## src/verilog/urbg_pkg.sv

```systemverilog
// urbg_pkg: constants and types of the serial element's register map, baud generator and framing.
// Assumes an 8-bit host bus with a 3-bit register address, all on one core clock.
package urbg_pkg;

   // bus widths
   localparam int DATA_W = 8;
   localparam int ADDR_W = 3;
   localparam int DIV_W  = 16;

   // register offsets
   localparam logic [ADDR_W-1:0] OFS_DATA = 3'h0;
   localparam logic [ADDR_W-1:0] OFS_IER  = 3'h1;
   localparam logic [ADDR_W-1:0] OFS_IIR  = 3'h2;
   localparam logic [ADDR_W-1:0] OFS_LCR  = 3'h3;
   localparam logic [ADDR_W-1:0] OFS_MCR  = 3'h4;
   localparam logic [ADDR_W-1:0] OFS_LSR  = 3'h5;
   localparam logic [ADDR_W-1:0] OFS_MSR  = 3'h6;
   localparam logic [ADDR_W-1:0] OFS_SCR  = 3'h7;

   // field positions
   localparam int LCR_DIV_SEL_BIT = 7;
   localparam int LCR_BREAK_BIT   = 6;
   localparam int LSR_DR_BIT      = 0;
   localparam int LSR_OE_BIT      = 1;
   localparam int LSR_FE_BIT      = 3;
   localparam int LSR_THRE_BIT    = 5;
   localparam int LSR_TEMT_BIT    = 6;

   // masks and reset values
   localparam logic [DATA_W-1:0] IER_MASK    = 8'h0f;
   localparam logic [DATA_W-1:0] MCR_MASK    = 8'h1f;
   localparam logic [DATA_W-1:0] IIR_IDLE    = 8'h01;
   localparam logic [DATA_W-1:0] MSR_IDLE    = 8'h00;
   localparam logic [DATA_W-1:0] RST_BYTE    = 8'h00;
   localparam logic [DIV_W-1:0]  RST_DIVISOR = 16'h0000;
   localparam logic [DIV_W-1:0]  DIV_ONE     = 16'h0001;

   // framing: sixteen baud ticks per bit
   localparam logic [3:0] TICK_LAST = 4'hf;
   localparam logic [3:0] TICK_MID  = 4'h7;
   localparam logic [2:0] BIT_LAST  = 3'h7;

   // transmit buffer
   localparam int TX_FIFO_DEPTH = 32;

   typedef struct packed {
      logic              sel;
      logic              rd;
      logic              wr;
      logic [ADDR_W-1:0] addr;
      logic [DATA_W-1:0] data;
   } urbg_bus_t;

   typedef enum logic [1:0] {
      ST_IDLE  = 2'b00,
      ST_START = 2'b01,
      ST_DATA  = 2'b11,
      ST_STOP  = 2'b10
   } urbg_state_t;

endpackage : urbg_pkg

```

## src/verilog/urbg_top.sv

```systemverilog
// urbg_top: register decode, baud generator, transmit buffer and serial shifters.
// Assumes the host bus pins are driven by logic on CORE_CLK; SERIAL_IN is asynchronous.
//
// Functional notes
// RULE1 - offsets 0-7 decoded; divisor select remaps 0,1
// RULE2 - serial data shifted least significant bit first
// RULE3 - baud divisor from 1 to 65535
// RULE4 - generator output is sixteen times bit rate
// RULE5 - divisor held as low and high bytes
// RULE6 - divisor write reloads baud counter immediately
// RULE7 - host writes both divisor bytes at initialisation
// RULE8 - small divisors limit reference clock frequency
// RULE9 - host keeps data rate at most 56k
// RULE10 - line format bit 7 selects divisor access
// RULE11 - x16 clock driven on its own pin
// RULE12 - divisor reads leave data and enables untouched
`timescale 1ns/10ps

module urbg_fifo #(
   parameter int WIDTH = 8,
   parameter int DEPTH = 32
) (
   // clock and reset
   input  wire logic             clk,
   input  wire logic             rst,
   // fill side
   input  wire logic             in_valid,
   input  wire logic [WIDTH-1:0] in_data,
   output      logic             in_ready,
   // drain side
   output      logic             out_valid,
   output      logic [WIDTH-1:0] out_data,
   input  wire logic             out_ready
);
   localparam int AW = $clog2(DEPTH);

   logic [WIDTH-1:0] mem [DEPTH];
   logic [AW:0]      wr_ptr_reg;
   logic [AW:0]      rd_ptr_reg;
   wire              push = in_valid && in_ready;
   wire              pop  = out_valid && out_ready;

   assign out_valid = (wr_ptr_reg != rd_ptr_reg);
   assign in_ready  = !((wr_ptr_reg[AW] != rd_ptr_reg[AW]) &&
                        (wr_ptr_reg[AW-1:0] == rd_ptr_reg[AW-1:0]));
   assign out_data  = mem[rd_ptr_reg[AW-1:0]];

   always_ff @(posedge clk) begin
      if (rst) begin
         wr_ptr_reg <= '0;
         rd_ptr_reg <= '0;
      end else begin
         if (push)
            wr_ptr_reg <= wr_ptr_reg + (AW+1)'(1);
         if (pop)
            rd_ptr_reg <= rd_ptr_reg + (AW+1)'(1);
      end
   end

   always_ff @(posedge clk) begin
      if (push)
         mem[wr_ptr_reg[AW-1:0]] <= in_data;
   end
endmodule : urbg_fifo

module urbg_top
   import urbg_pkg::*;
(
   // clock and reset
   input  wire logic              CORE_CLK,
   input  wire logic              RESET,
   // host register port
   input  wire logic              CHIP_SELECT,
   input  wire logic [ADDR_W-1:0] REG_ADDR,
   input  wire logic              READ_STROBE,
   input  wire logic              WRITE_STROBE,
   input  wire logic [DATA_W-1:0] DATA_IN,
   output      logic [DATA_W-1:0] DATA_OUT,
   output      logic              DATA_OE_N,
   output      logic              TX_READY,
   // serial link
   input  wire logic              SERIAL_IN,
   output      logic              SERIAL_OUT,
   output      logic              BIT_CLK_X16_OUT
);

   urbg_bus_t bus;
   assign bus = '{sel: CHIP_SELECT, rd: READ_STROBE, wr: WRITE_STROBE,
                  addr: REG_ADDR, data: DATA_IN};

   // register state
   logic [DATA_W-1:0] ier_reg, lcr_reg, mcr_reg, scr_reg, rbr_reg;
   logic [DATA_W-1:0] div_lo_reg, div_hi_reg;
   logic              dr_reg, oe_reg, fe_reg;
   logic              rd_d_reg, wr_d_reg;
   logic [DATA_W-1:0] data_out_reg;
   logic              oe_n_reg;
   logic              tx_ready_reg;

   // access decode, side effects on the first strobe cycle only
   wire rd_now  = bus.sel && bus.rd;
   wire wr_now  = bus.sel && bus.wr;
   wire rd_take = rd_now && !rd_d_reg;
   wire wr_take = wr_now && !wr_d_reg;
   wire div_sel = lcr_reg[LCR_DIV_SEL_BIT];                         // RULE10

   wire at_data = (bus.addr == OFS_DATA);                            // RULE1
   wire at_ier  = (bus.addr == OFS_IER);
   wire wr_dll  = wr_take && at_data && div_sel;                     // RULE1
   wire wr_thr  = wr_take && at_data && !div_sel;                    // RULE1
   wire wr_dlm  = wr_take && at_ier && div_sel;                      // RULE10
   wire wr_ier  = wr_take && at_ier && !div_sel;                     // RULE10
   wire wr_lcr  = wr_take && (bus.addr == OFS_LCR);
   wire wr_mcr  = wr_take && (bus.addr == OFS_MCR);
   wire wr_scr  = wr_take && (bus.addr == OFS_SCR);
   wire rd_rbr  = rd_take && at_data && !div_sel;                    // RULE12
   wire rd_lsr  = rd_take && (bus.addr == OFS_LSR);

   // divisor value as it stands after this cycle's write
   wire [DATA_W-1:0] div_lo_next = wr_dll ? bus.data : div_lo_reg;
   wire [DATA_W-1:0] div_hi_next = wr_dlm ? bus.data : div_hi_reg;
   wire [DIV_W-1:0]  divisor     = {div_hi_reg, div_lo_reg};         // RULE5
   wire [DIV_W-1:0]  divisor_next = {div_hi_next, div_lo_next};      // RULE5

   // baud generator
   logic [DIV_W-1:0] baud_cnt_reg;
   logic             x16_reg;
   wire              div_live = (divisor != RST_DIVISOR);
   wire              tick     = div_live && (baud_cnt_reg <= DIV_ONE);       // RULE3
   wire [DIV_W-1:0]  half_div = {1'b0, divisor[DIV_W-1:1]};

   always_ff @(posedge CORE_CLK) begin
      if (RESET)
         baud_cnt_reg <= RST_DIVISOR;
      else if (wr_dll || wr_dlm)
         baud_cnt_reg <= divisor_next;                               // RULE6
      else if (tick)
         baud_cnt_reg <= divisor;                                    // RULE3
      else if (div_live)
         baud_cnt_reg <= baud_cnt_reg - DIV_ONE;
   end

   always_ff @(posedge CORE_CLK) begin
      if (RESET)
         x16_reg <= 1'b0;
      else
         x16_reg <= div_live && (baud_cnt_reg > half_div);           // RULE11
   end

   // transmit buffer
   logic              fifo_in_ready, fifo_out_valid, fifo_out_ready;
   logic [DATA_W-1:0] fifo_out_data;

   urbg_fifo #(.WIDTH(DATA_W), .DEPTH(TX_FIFO_DEPTH)) tx_fifo (
      .clk       (CORE_CLK),
      .rst       (RESET),
      .in_valid  (wr_thr),
      .in_data   (bus.data),
      .in_ready  (fifo_in_ready),
      .out_valid (fifo_out_valid),
      .out_data  (fifo_out_data),
      .out_ready (fifo_out_ready)
   );

   // transmitter
   urbg_state_t       tx_state_reg;
   logic [3:0]        tx_sub_reg;
   logic [2:0]        tx_bit_reg;
   logic [DATA_W-1:0] tx_shift_reg;
   logic              tx_line_reg;
   logic              sout_reg;
   wire               tx_idle    = (tx_state_reg == ST_IDLE);
   wire               tx_bit_end = tick && (tx_sub_reg == TICK_LAST);  // RULE4
   assign fifo_out_ready = tx_idle;

   always_ff @(posedge CORE_CLK) begin
      if (RESET) begin
         tx_state_reg <= ST_IDLE;
         tx_sub_reg   <= '0;
         tx_bit_reg   <= '0;
         tx_shift_reg <= RST_BYTE;
         tx_line_reg  <= 1'b1;
      end else begin
         if (tick)
            tx_sub_reg <= tx_sub_reg + 4'h1;
         case (tx_state_reg)
            ST_IDLE: begin
               if (fifo_out_valid) begin
                  tx_shift_reg <= fifo_out_data;
                  tx_line_reg  <= 1'b0;
                  tx_sub_reg   <= '0;
                  tx_state_reg <= ST_START;
               end
            end
            ST_START: begin
               if (tx_bit_end) begin
                  tx_line_reg  <= tx_shift_reg[0];                   // RULE2
                  tx_bit_reg   <= '0;
                  tx_state_reg <= ST_DATA;
               end
            end
            ST_DATA: begin
               if (tx_bit_end) begin
                  if (tx_bit_reg == BIT_LAST) begin
                     tx_line_reg  <= 1'b1;
                     tx_state_reg <= ST_STOP;
                  end else begin
                     tx_shift_reg <= {1'b0, tx_shift_reg[DATA_W-1:1]};  // RULE2
                     tx_line_reg  <= tx_shift_reg[1];                   // RULE2
                     tx_bit_reg   <= tx_bit_reg + 3'h1;
                  end
               end
            end
            ST_STOP: begin
               if (tx_bit_end)
                  tx_state_reg <= ST_IDLE;
            end
            default: tx_state_reg <= ST_IDLE;
         endcase
      end
   end

   always_ff @(posedge CORE_CLK) begin
      if (RESET)
         sout_reg <= 1'b1;
      else
         sout_reg <= tx_line_reg && !lcr_reg[LCR_BREAK_BIT];
   end

   // receiver
   logic              sin_meta_reg, sin_sync_reg;
   urbg_state_t       rx_state_reg;
   logic [3:0]        rx_sub_reg;
   logic [2:0]        rx_bit_reg;
   logic [DATA_W-1:0] rx_shift_reg;
   logic              rx_done, rx_frame_bad;
   wire               rx_bit_end = tick && (rx_sub_reg == TICK_LAST);  // RULE4
   wire               rx_mid     = tick && (rx_sub_reg == TICK_MID);
   assign rx_done      = (rx_state_reg == ST_STOP) && rx_bit_end;
   assign rx_frame_bad = rx_done && !sin_sync_reg;

   always_ff @(posedge CORE_CLK) begin
      if (RESET) begin
         sin_meta_reg <= 1'b1;
         sin_sync_reg <= 1'b1;
      end else begin
         sin_meta_reg <= SERIAL_IN;
         sin_sync_reg <= sin_meta_reg;
      end
   end

   always_ff @(posedge CORE_CLK) begin
      if (RESET) begin
         rx_state_reg <= ST_IDLE;
         rx_sub_reg   <= '0;
         rx_bit_reg   <= '0;
         rx_shift_reg <= RST_BYTE;
      end else begin
         if (tick)
            rx_sub_reg <= rx_sub_reg + 4'h1;
         case (rx_state_reg)
            ST_IDLE: begin
               rx_sub_reg <= '0;
               if (!sin_sync_reg)
                  rx_state_reg <= ST_START;
            end
            ST_START: begin
               if (rx_mid) begin
                  rx_sub_reg   <= '0;
                  rx_bit_reg   <= '0;
                  rx_state_reg <= sin_sync_reg ? ST_IDLE : ST_DATA;
               end
            end
            ST_DATA: begin
               if (rx_bit_end) begin
                  rx_shift_reg <= {sin_sync_reg, rx_shift_reg[DATA_W-1:1]};  // RULE2
                  rx_bit_reg   <= rx_bit_reg + 3'h1;
                  if (rx_bit_reg == BIT_LAST)
                     rx_state_reg <= ST_STOP;
               end
            end
            ST_STOP: begin
               if (rx_bit_end)
                  rx_state_reg <= ST_IDLE;
            end
            default: rx_state_reg <= ST_IDLE;
         endcase
      end
   end

   // status flags: a setting event beats a clearing read
   always_ff @(posedge CORE_CLK) begin
      if (RESET) begin
         rbr_reg <= RST_BYTE;
         dr_reg  <= 1'b0;
         oe_reg  <= 1'b0;
         fe_reg  <= 1'b0;
      end else begin
         if (rx_done)
            rbr_reg <= rx_shift_reg;
         dr_reg <= rx_done || (dr_reg && !rd_rbr);
         oe_reg <= (rx_done && dr_reg && !rd_rbr) || (oe_reg && !rd_lsr);
         fe_reg <= rx_frame_bad || (fe_reg && !rd_lsr);
      end
   end

   // writable registers
   always_ff @(posedge CORE_CLK) begin
      if (RESET) begin
         ier_reg    <= RST_BYTE;
         lcr_reg    <= RST_BYTE;
         mcr_reg    <= RST_BYTE;
         scr_reg    <= RST_BYTE;
         div_lo_reg <= RST_DIVISOR[DATA_W-1:0];
         div_hi_reg <= RST_DIVISOR[DIV_W-1:DATA_W];
      end else begin
         div_lo_reg <= div_lo_next;                                  // RULE5
         div_hi_reg <= div_hi_next;                                  // RULE5
         if (wr_ier)
            ier_reg <= bus.data & IER_MASK;
         if (wr_lcr)
            lcr_reg <= bus.data;
         if (wr_mcr)
            mcr_reg <= bus.data & MCR_MASK;
         if (wr_scr)
            scr_reg <= bus.data;
      end
   end

   // read selection
   wire thre = !fifo_out_valid;
   wire temt = thre && tx_idle;
   logic [DATA_W-1:0] lsr_val;
   always_comb begin
      lsr_val               = RST_BYTE;
      lsr_val[LSR_DR_BIT]   = dr_reg;
      lsr_val[LSR_OE_BIT]   = oe_reg;
      lsr_val[LSR_FE_BIT]   = fe_reg;
      lsr_val[LSR_THRE_BIT] = thre;
      lsr_val[LSR_TEMT_BIT] = temt;
   end

   wire [DATA_W-1:0] rd_data =
      (at_data && div_sel)         ? div_lo_reg :                    // RULE12
      at_data                      ? rbr_reg :                       // RULE1
      (at_ier && div_sel)          ? div_hi_reg :                    // RULE12
      at_ier                       ? ier_reg :
      (bus.addr == OFS_IIR)        ? IIR_IDLE :
      (bus.addr == OFS_LCR)        ? lcr_reg :
      (bus.addr == OFS_MCR)        ? mcr_reg :
      (bus.addr == OFS_LSR)        ? lsr_val :
      (bus.addr == OFS_MSR)        ? MSR_IDLE : scr_reg;

   always_ff @(posedge CORE_CLK) begin
      if (RESET) begin
         rd_d_reg     <= 1'b0;
         wr_d_reg     <= 1'b0;
         data_out_reg <= RST_BYTE;
         oe_n_reg     <= 1'b1;
         tx_ready_reg <= 1'b0;
      end else begin
         rd_d_reg     <= rd_now;
         wr_d_reg     <= wr_now;
         oe_n_reg     <= !rd_now;
         tx_ready_reg <= fifo_in_ready;
         if (rd_now)
            data_out_reg <= rd_data;
      end
   end

   assign DATA_OUT        = data_out_reg;
   assign DATA_OE_N       = oe_n_reg;
   assign TX_READY        = tx_ready_reg;
   assign SERIAL_OUT      = sout_reg;
   assign BIT_CLK_X16_OUT = x16_reg;

endmodule : urbg_top

```

## config.mk

```make
export PLATFORM = sky130hd
export DESIGN_NAME = urbg_top
export DESIGN_NICKNAME = d
export VERILOG_FILES = /design/src/verilog/urbg_pkg.sv /design/src/verilog/urbg_top.sv
export SDC_FILE = /design/constraint.sdc
export NUM_CORES = 1
export LEC_CHECK = 0
export BUFFER_PORTS_ARGS = -buffer_cell sky130_fd_sc_hd__clkbuf_2
export CORE_ASPECT_RATIO = 1.4
export CORE_MARGIN = 5
export CORE_UTILIZATION = 46
export DETAILED_ROUTE_END_ITERATION = 8
export PLACE_DENSITY = 0.63
export SLEW_MARGIN = 0
export SYNTH_ARGS = -nofsm -noshare
export SYNTH_HDL_FRONTEND = slang
export SYNTH_SLANG_ARGS = --single-unit
```

## constraint.sdc

```tcl
create_clock -name CORE_CLK -period 5.01 [get_ports CORE_CLK]
set_clock_uncertainty 0.2 [all_clocks]
set_input_delay 1.503 -clock CORE_CLK [delete_from_list [all_inputs] [get_ports CORE_CLK]]
set_output_delay 1.503 -clock CORE_CLK [all_outputs]
set_load 0.05 [all_outputs]
```

==> impl_metrics.ini, run 1 <==
[yosys]
synth.avg_cell_area_sq_um = 12.94
yosysSeqAreaShare_pct = 62.19
synth_edf_count = 256
synth-seq-cells = 392
syn-num-nets = 1339
ys_warn_count = 0
async_reset_ff_share_pct = 0
synth_area_sq_mm = 0.01674
netlist-cell-type-count = 62
synth_top_flop_cell = edfxtp_1
synth_cells = 1294

[worst_hold_path]
min_from = sin_meta_reg
hold_path_class = register to register
min_to = sin_sync_reg
hold-path-cell-count = 1

[clocking]
root_buffer = clkbuf_16
cts_resized = 0
clk-insertion-delay-late_ps = 530
hold_buffers = 0
cts_tree = built
postCtsSetupBuffers = 0
clock-sinks = 392
clk_pin_slew_ps = 60
cts_buffers = 37
cts_max_level = 2
clockBufferDepth = 3

[floorplan]
num_io_pins = 29
core_sq_mm = 0.03591
rows = 82
die_w_um = 171.2
dieArea_sq_mm = 0.04036
die_y_um = 235.7
start_util_pct = 46.62

[finish]
final_common_cell = edfxtp_1
area_growth_pct = 10.79
antenna_cells = 0
nNetsFinal = 1357
n_fill_cell = 3055
largest_reg_flops = 256
seqCellArea_sq_mm = 0.01042
drive_gt1_share_pct = 13.46
layout_common_cells = edfxtp_1, dfxtp_1, nor2_1, nand2_1, mux2i_1
multi_input_area_sq_mm = 0.005926

[grt]
grt_pass1_vias = 10600
met1_usage_pct = 26.20
grt_first_pass_wirelength_um = 65940
use_met3_pct = 3.410
antenna_found_initial = 0
grt_busiest_layer = met2
use_met2_pct = 38.09
grt_max_degree = 68
grt-ovfl-total = 0
track_usage_pct = 21.65

[worst_setup_path]
critPathRequiredTime_ps = 4980
rr_worst_depth = 6
crit_path_start_kind = primary input
worstPathArrival_ps = 3910
cp-end-kind = register
r2r_end = tx_fifo.mem[23][1]
ff2ff_setup_slack_ps = 1720
reg2reg_from = tx_fifo.wr_ptr_reg[3]
worstSetupPathType = primary input to register
path_max_fanout = 19

[detailed_routing]
drt_iter0_drc = 984
wl_um = 43840
vias_per_cell = 5.923
firstDrtPassIters = 5
via_count = 10660
post-route-drc-count = 0
antenna_left = 0
wire_per_inst_um = 24.37

[timing]
setup_viol = 0
worst_slew_pin_slew_ps = 1448
setup_slack_ps = 1065
relSlewSlack_pct = 3.248
tns_ps = 0
hold_viol = 0
rsz0062_at_grt = false
min_period_over_period_pct = 78.74
drv_slew = 0
fmax_mhz = 253.5
post-route-min-period_ps = 3945

[placed_design]
dpl.hpwl_um = 29250
gp_congestion = 0.8924
pre_cts_ws_ps = 525.4
port-buffer-count = 28

[outcome]
status = complete, no violations

[power]
p_per_area_mw_per_mm2 = 377.9
leakagePower_nw = 6.085
ir_drop_v = 0.0002689
report.power.total_w = 0.007008

[job]
drv_cap = 0
==> cells in the mapped netlist (21+ instances only) <==
| master | n | area, sq um |
|---|---|---|
| a21oi_1 | 69 | 345.3 |
| a22o_1 | 25 | 219.0 |
| clkbuf_1 | 54 | 202.7 |
| dfxtp_1 | 136 | 2723 |
| edfxtp_1 | 256 | 7687 |
| ha_1 | 28 | 350.3 |
| inv_1 | 27 | 101.4 |
| mux2i_1 | 113 | 1131 |
| mux4_2 | 38 | 855.8 |
| nand2_1 | 117 | 439.2 |
| nor2_1 | 126 | 473.0 |
| o211ai_1 | 22 | 165.2 |
| o21ai_0 | 25 | 125.1 |
| xor2_1 | 21 | 183.9 |
==> kinds of logic (layout without fill, tap and decap cells) <==
kind of cell | count (synthesis) | count (layout) | synth area share (%)
muxes | 163 | 163 | 12.68
adders and majority gates | 28 | 28 | 2.093
xor gates and xnor gates | 32 | 32 | 1.674
buffers and inverters | 101 | 144 | 2.481
AOI/OAI and AO/OA | 219 | 219 | 8.999
DFF | 392 | 392 | 62.19
and+or+nand+nor | 359 | 359 | 9.889
==> critical path, stage by stage <==
cell and delay, ps:
clkbuf_2 240, nor2_1 360, nand2_1 180, a2111oi_2 290
buf_4 220, nand2_1 400, nor2_1 710
==> metrics by stage <==
step | hold slack, ps | util, % | instance area, sq um | cells
6_report | 237.3 | 51.65 | 18550 | 1799
5_1_grt | 265.7 | 51.65 | 18550 | 1799
4_1_cts | 234.1 | 51.65 | 18550 | 1799
3_5_place_dp | 221.1 | 48.32 | 17350 | 1735
3_3_place_gp | 206.5 | 48.32 | 17350 | 1735
2_1_floorplan | 189.5 | - | 16740 | 1294
==> layer usage <==
metal / wire length (um) / vias up
met3: 2333 / 110
met2: 22910 / 345
met1: 16560 / 5301
li1: - / 4899
met4: 2040 / 0
met5: 0 / -
==> how the worst max path moves through the flow <==
stage | from | end | slack [ps] | cells after the start
after CTS | REG_ADDR[1] | tx_fifo.mem[17][1] | 1070 | 7
final | REG_ADDR[1] | tx_fifo.mem[23][1] | 1070 | 7
after global placement | REG_ADDR[1] | tx_fifo.mem[14][5] | 620 | 7
after floorplan | REG_ADDR[1] | tx_fifo.mem[31][0] | 990 | 7
after global routing | REG_ADDR[1] | tx_fifo.mem[14][6] | 850 | 7
after detailed placement | REG_ADDR[1] | tx_fifo.mem[17][6] | 530 | 7
==> report_power, final <==
group | switching, W | total [W] | internal (W)
sequential | 0.0000834 | 0.00356 | 0.00348
combinational | 0.000369 | 0.000660 | 0.000291
clock | 0.00119 | 0.00279 | 0.00159
total | 0.00165 | 0.00701 | 0.00536
==> cell type report <==
class	instances	share of cell area, %
Sequential cell	392	56.16
Clock buffer	48	5.458
Inverter	27	0.5464
Tap cell	462	3.117
Multi-Input combinational cell	801	31.95
Timing Repair Buffer	53	1.781
Clock inverter	16	0.9917
No activity file was read; power rests on OpenSTA's default activity.
==> run 2, diff against run 1 <==
ABC_AREA = 1   (was not set)
PLACE_DENSITY = 0.66   (was 0.63)
clock period = 3.2 ns   (was 5.01 ns; I/O delays follow)
==> impl_metrics.ini, run 2 <==
[outcome]
status = complete, no violations

[yosys]
yosysTopAreaCell = edfxtp_1
netlist_top_cells_count = nor2_1, edfxtp_1, o21ai_0
synth_top_flop_cell = edfxtp_1
synth_edf_count = 256
synth-seq-cells = 392
synth_most_common_cell = nor2_1
synth_area_sq_mm = 0.01689
synth_top_area_share_pct = 45.50
netlist-cell-type-count = 42
yosysSeqAreaShare_pct = 61.62
async_reset_ff_share_pct = 0
synth_area_leaders = edfxtp_1, dfxtp_1, o21ai_0
ys_warn_count = 0
synth_cells = 1711
synth.avg_cell_area_sq_um = 9.874
syn-num-nets = 1756

[clocking]
root_buffer = clkbuf_16
clk-insertion-delay-late_ps = 550
clockBufferDepth = 3
cts_buffers = 39
clock-sinks = 392
hold_buffers = 0
clk_pin_slew_ps = 60
postCtsSetupBuffers = 0
cts_max_level = 2
cts_resized = 0
cts_tree = built

[floorplan]
die_w_um = 172.0
start_util_pct = 46.35
core_sq_mm = 0.03645
rows = 83
num_io_pins = 29
die_y_um = 236.8
dieArea_sq_mm = 0.04072

[worst_setup_path]
crit_path_start_kind = primary input
endpoint = tx_fifo.mem[27][6]
worstSetupPathType = primary input to register
path_max_fanout = 8
worstSetupStartpoint = REG_ADDR[1]
slowest_delay_ps = 240
cp-end-kind = register
critPathRequiredTime_ps = 3250
reg2reg_from = baud_cnt_reg[0]
ff2ff_setup_slack_ps = 560
worst_path_max_delay_cell = nor2_1
path_cells = clkbuf_2, inv_1, nand2_2, nor2_4, nand2_1, nor2_1, nand2_1, inv_1, buf_4, nand2_1, buf_4, nor2_1, buf_4
r2r_end = rbr_reg[5]
rr_worst_depth = 11
worstPathArrival_ps = 2700

[timing]
min_period_over_period_pct = 82.70
post-route-min-period_ps = 2647
worst_slew_pin_slew_ps = 664.2
fmax_mhz = 377.9
hold_viol = 0
setup_viol = 0
rsz0062_at_grt = false
relSlewSlack_pct = 55.66
drv_slew = 0
tns_ps = 0

[finish]
drive_gt1_share_pct = 11.70
area_growth_pct = 13.41
antenna_cells = 0
seqCellArea_sq_mm = 0.01042
multi_input_area_sq_mm = 0.005652
largest_reg_flops = 256
layout_common_cells = nor2_1, edfxtp_1, o21ai_0, nand2_1, dfxtp_1
nNetsFinal = 1828
n_fill_cell = 3224
final_common_cell = nor2_1

[placed_design]
port-buffer-count = 28
dpl.hpwl_um = 30710
gp_congestion = 0.9089

[power]
leakagePower_nw = 7.075
ir_drop_v = 0.0003485
p_per_area_mw_per_mm2 = 667.5
report.power.total_w = 0.01279

[worst_hold_path]
hold_path_class = register to register
hold-path-cell-count = 1

[detailed_routing]
vias_per_cell = 5.689
drt_iter0_drc = 1441
post-route-drc-count = 0
firstDrtPassIters = 6
via_count = 12970
wl_um = 45260
wire_per_inst_um = 19.86
antenna_left = 0

[grt]
antenna_found_initial = 0
grt_pass1_vias = 12600
track_usage_pct = 22.12
grt_max_degree = 129
grt_first_pass_wirelength_um = 70560
grt-ovfl-total = 0

[job]
drv_cap = 0
-- run 2: changes by cell type in the layout (fill, tap and decap cells not counted), sizes merged, moves of 24 or more --
cell / before / now
mux2i: 113 / 0
nand3: 14 / 80
inv: 28 / 130
nor2: 126 / 284
a22o: 25 / 0
nand2: 117 / 199
o221ai: 2 / 53
o21ai: 25 / 235
o22ai: 3 / 27
a21oi: 69 / 100
mux4: 38 / 0
buf: 26 / 83
-- run 2: report_power, final --
group | leakage [nW] | switching (W) | internal, W
sequential | 3.40 | 0.0000856 | 0.00550
combinational | 3.09 | 0.00202 | 0.000801
clock | 0.586 | 0.00189 | 0.00250
-- run 2: final cells by class --
cell class	instances	share of cell area, %
Clock buffer	54	5.550
Clock inverter	16	0.7771
Inverter	132	2.592
Multi-Input combinational cell	1107	29.50
Sequential cell	392	54.36
Tap cell	467	3.049
Timing Repair Buffer	111	4.179
-- run 2: worst min path at each step --
stage / from / end / slack (ps)
2_1_floorplan: sin_meta_reg / sin_sync_reg / 190
3_3_place_gp: sin_meta_reg / sin_sync_reg / 200
3_5_place_dp: sin_meta_reg / sin_sync_reg / 200
4_1_cts: sin_meta_reg / sin_sync_reg / 210
5_1_grt: sin_meta_reg / sin_sync_reg / 230
6_report: sin_meta_reg / sin_sync_reg / 200
-- run 2: logic make-up (layout without fill, tap and decap cells) --
logic type / Yosys count / in the layout / share of synthesized area, %
fa+ha+maj: 28 / 28 / 2.074
xor+xnor: 9 / 9 / 0.4666
compound gates: 450 / 450 / 15.32
simple gates: 620 / 620 / 15.60
buf+inv: 212 / 313 / 4.932
flops: 392 / 392 / 61.62
-- run 2: worst max-delay path: cells and delay by family --
| family | cells | cell delay (ps) |
|---|---|---|
| and+or+nand+nor | 7 | 890 |
| buffers and inverters | 6 | 840 |
-- run 2: metal layers --
layer  wire length (um)  vias to the layer above  GRT usage (%)
met5                  0                        -              0
met4               2081                        0          9.652
met3               2441                      126          2.789
met2              23280                      525          38.92
met1              17460                     6143          26.97
li1                   -                     6171              -
-- run 2: through the flow --
step | hold WS [ps] | utilization (%) | setup slack, ps | cell area, sq um | cells
floorplan | 189.5 | - | 62.78 | 16900 | 1711
global placement | 195.3 | 49.24 | 56.66 | 17950 | 2209
detailed placement | 196.8 | 49.24 | 51.61 | 17950 | 2209
CTS | 209.0 | 52.57 | 518.1 | 19160 | 2279
global route | 227.7 | 52.57 | 259.0 | 19160 | 2279
finish | 204.9 | 52.57 | 553.5 | 19160 | 2279
==> run 3, diff against run 2 <==
clock period = 2.2 ns   (was 3.2 ns; I/O delays follow)
==> impl_metrics.ini, run 3 (same netlist as run 2, synthesis figures left out) <==
[outcome]
status = complete, no violations

[worst_setup_path]
worstPathArrival_ps = 2420
path_max_fanout = 46
ff2ff_setup_slack_ps = 60
critPathRequiredTime_ps = 2480
cp-end-kind = register
worstSetupPathType = register to register
crit_path_start_kind = register

[clocking]
clk_pin_slew_ps = 70
clockBufferDepth = 3
root_buffer = clkbuf_16
clock-sinks = 392
cts_max_level = 2
hold_buffers = 0
clk-insertion-delay-late_ps = 560
cts_tree = built
cts_buffers = 40

[finish]
nNetsFinal = 1908
drive_gt1_share_pct = 19.75
antenna_cells = 0
largest_reg_flops = 256
layout_common_cells = edfxtp_1, nor2_1, o21ai_0, nand2_1, buf_4
area_growth_pct = 21.88
postLayoutCellArea_sq_mm = 0.02059
final_common_cell = edfxtp_1

[detailed_routing]
via_count = 13340
wl_um = 48360
firstDrtPassIters = 6
post-route-drc-count = 0
drt_iter0_drc = 1259
vias_per_cell = 5.648
wire_per_inst_um = 20.48
antenna_left = 0

[timing]
tns_ps = 0
setup_viol = 0
setup_slack_ps = 58.49
hold_viol = 0
worst_slew_pin_slew_ps = 535.0
post-route-min-period_ps = 2142
rsz0062_at_grt = true
fmax_mhz = 467.0
fin_hold_ws_ps = 98.10
min_period_over_period_pct = 97.34
relSlewSlack_pct = 64.29
drv_slew = 0

[floorplan]
start_util_pct = 46.35
num_io_pins = 29
die_w_um = 172.0
dieArea_sq_mm = 0.04072
rows = 83
core_sq_mm = 0.03645
die_y_um = 236.8

[placed_design]
placed_area_sq_mm = 0.01899
gp_congestion = 0.9491
dpl.hpwl_um = 33390
port-buffer-count = 28
pre_cts_ws_ps = -458.3

[grt]
grt-ovfl-total = 0
grt_pass1_vias = 13260
track_usage_pct = 23.44
grt_max_degree = 65
grt_first_pass_wirelength_um = 73710
antenna_found_initial = 0

[job]
drv_cap = 0

[power]
pwr-share-clk_pct = 36.0
report.power.total_w = 0.01969
power.share.combinational_pct = 22.7
ir_drop_v = 0.0008347
p_per_area_mw_per_mm2 = 956.1
leakagePower_nw = 7.627
pwr-share-seq_pct = 41.3
intPower_w = 0.01366
switching_share_pct = 30.62
switching_power_w = 0.006029

[worst_hold_path]
hold_path_class = primary input to register
min_from = SERIAL_IN
[run 3: changes by cell type in the layout (fill, tap and decap cells not counted), moves of 7 or more]
cell / change
buf_4: +63
nor2_1: -33
nor2_4: +29
buf_12: +14
nand2_1: -13
clkbuf_1: -10
inv_1: -7
nand2_2: +7
[run 3: worst paths after layout]
path,end,cells past startpoint
setup / recovery,tx_shift_reg[0],9
setup reg to reg,tx_shift_reg[0],9
hold reg to reg,sin_sync_reg,1
hold / removal,sin_meta_reg,2
[run 3: final cells by class]
cell class / count / area [sq um]
Multi-Input combinational cell: 1107 / 6090
Clock buffer: 47 / 1090
Tap cell: 467 / 584.3
Timing Repair Buffer: 190 / 1577
Clock inverter: 26 / 297.8
Inverter: 132 / 533.0
Fill cell: 3072 / 15860
Sequential cell: 392 / 10420
[run 3: through the flow]
stage	instances	util [%]
after CTS	2355	56.04
after global placement	2282	52.11
after global routing	2361	56.49
after floorplan	1711	-
after detailed placement	2282	52.11
final	2361	56.49
[run 3: metal layers]
metal  vias up  GRT usage, %  part of all wire, %
met5         -             0                    0
met4         0         12.46                  6.0
met3       152         3.123                  5.0
met2       485         41.92                   52
met1      6356         26.81                   37
li1       6342             -                    -
[run 3: power by group through the flow]
stage | combinational (W) | sequential [W] | clock, W
5_1_grt | 0.00490 | 0.00814 | 0.00752
3_5_place_dp | 0.00429 | 0.00828 | 0
3_3_place_gp | 0.00420 | 0.00828 | 0
2_1_floorplan | 0.00276 | 0.00825 | 0
6_report | 0.00448 | 0.00812 | 0.00709
4_1_cts | 0.00432 | 0.00812 | 0.00720
[run 3: critical path: stages, from the launching register on]
cell,delay (ps)
dfxtp_4,390
clkinv_2,90
buf_12,210
buf_12,170
o21ai_0,80
o22ai_1,200
o21ai_0,130
o211ai_1,270
nand3_1,150
a21oi_1,150
[run 3: what timing repair did]
item,4_1_cts,5_1_grt
setup buffers,0,6
gates resized for setup,9,33
pin swaps,0,10
endpoints found under the hold margin,0,0
setup endpoints to repair,210,297
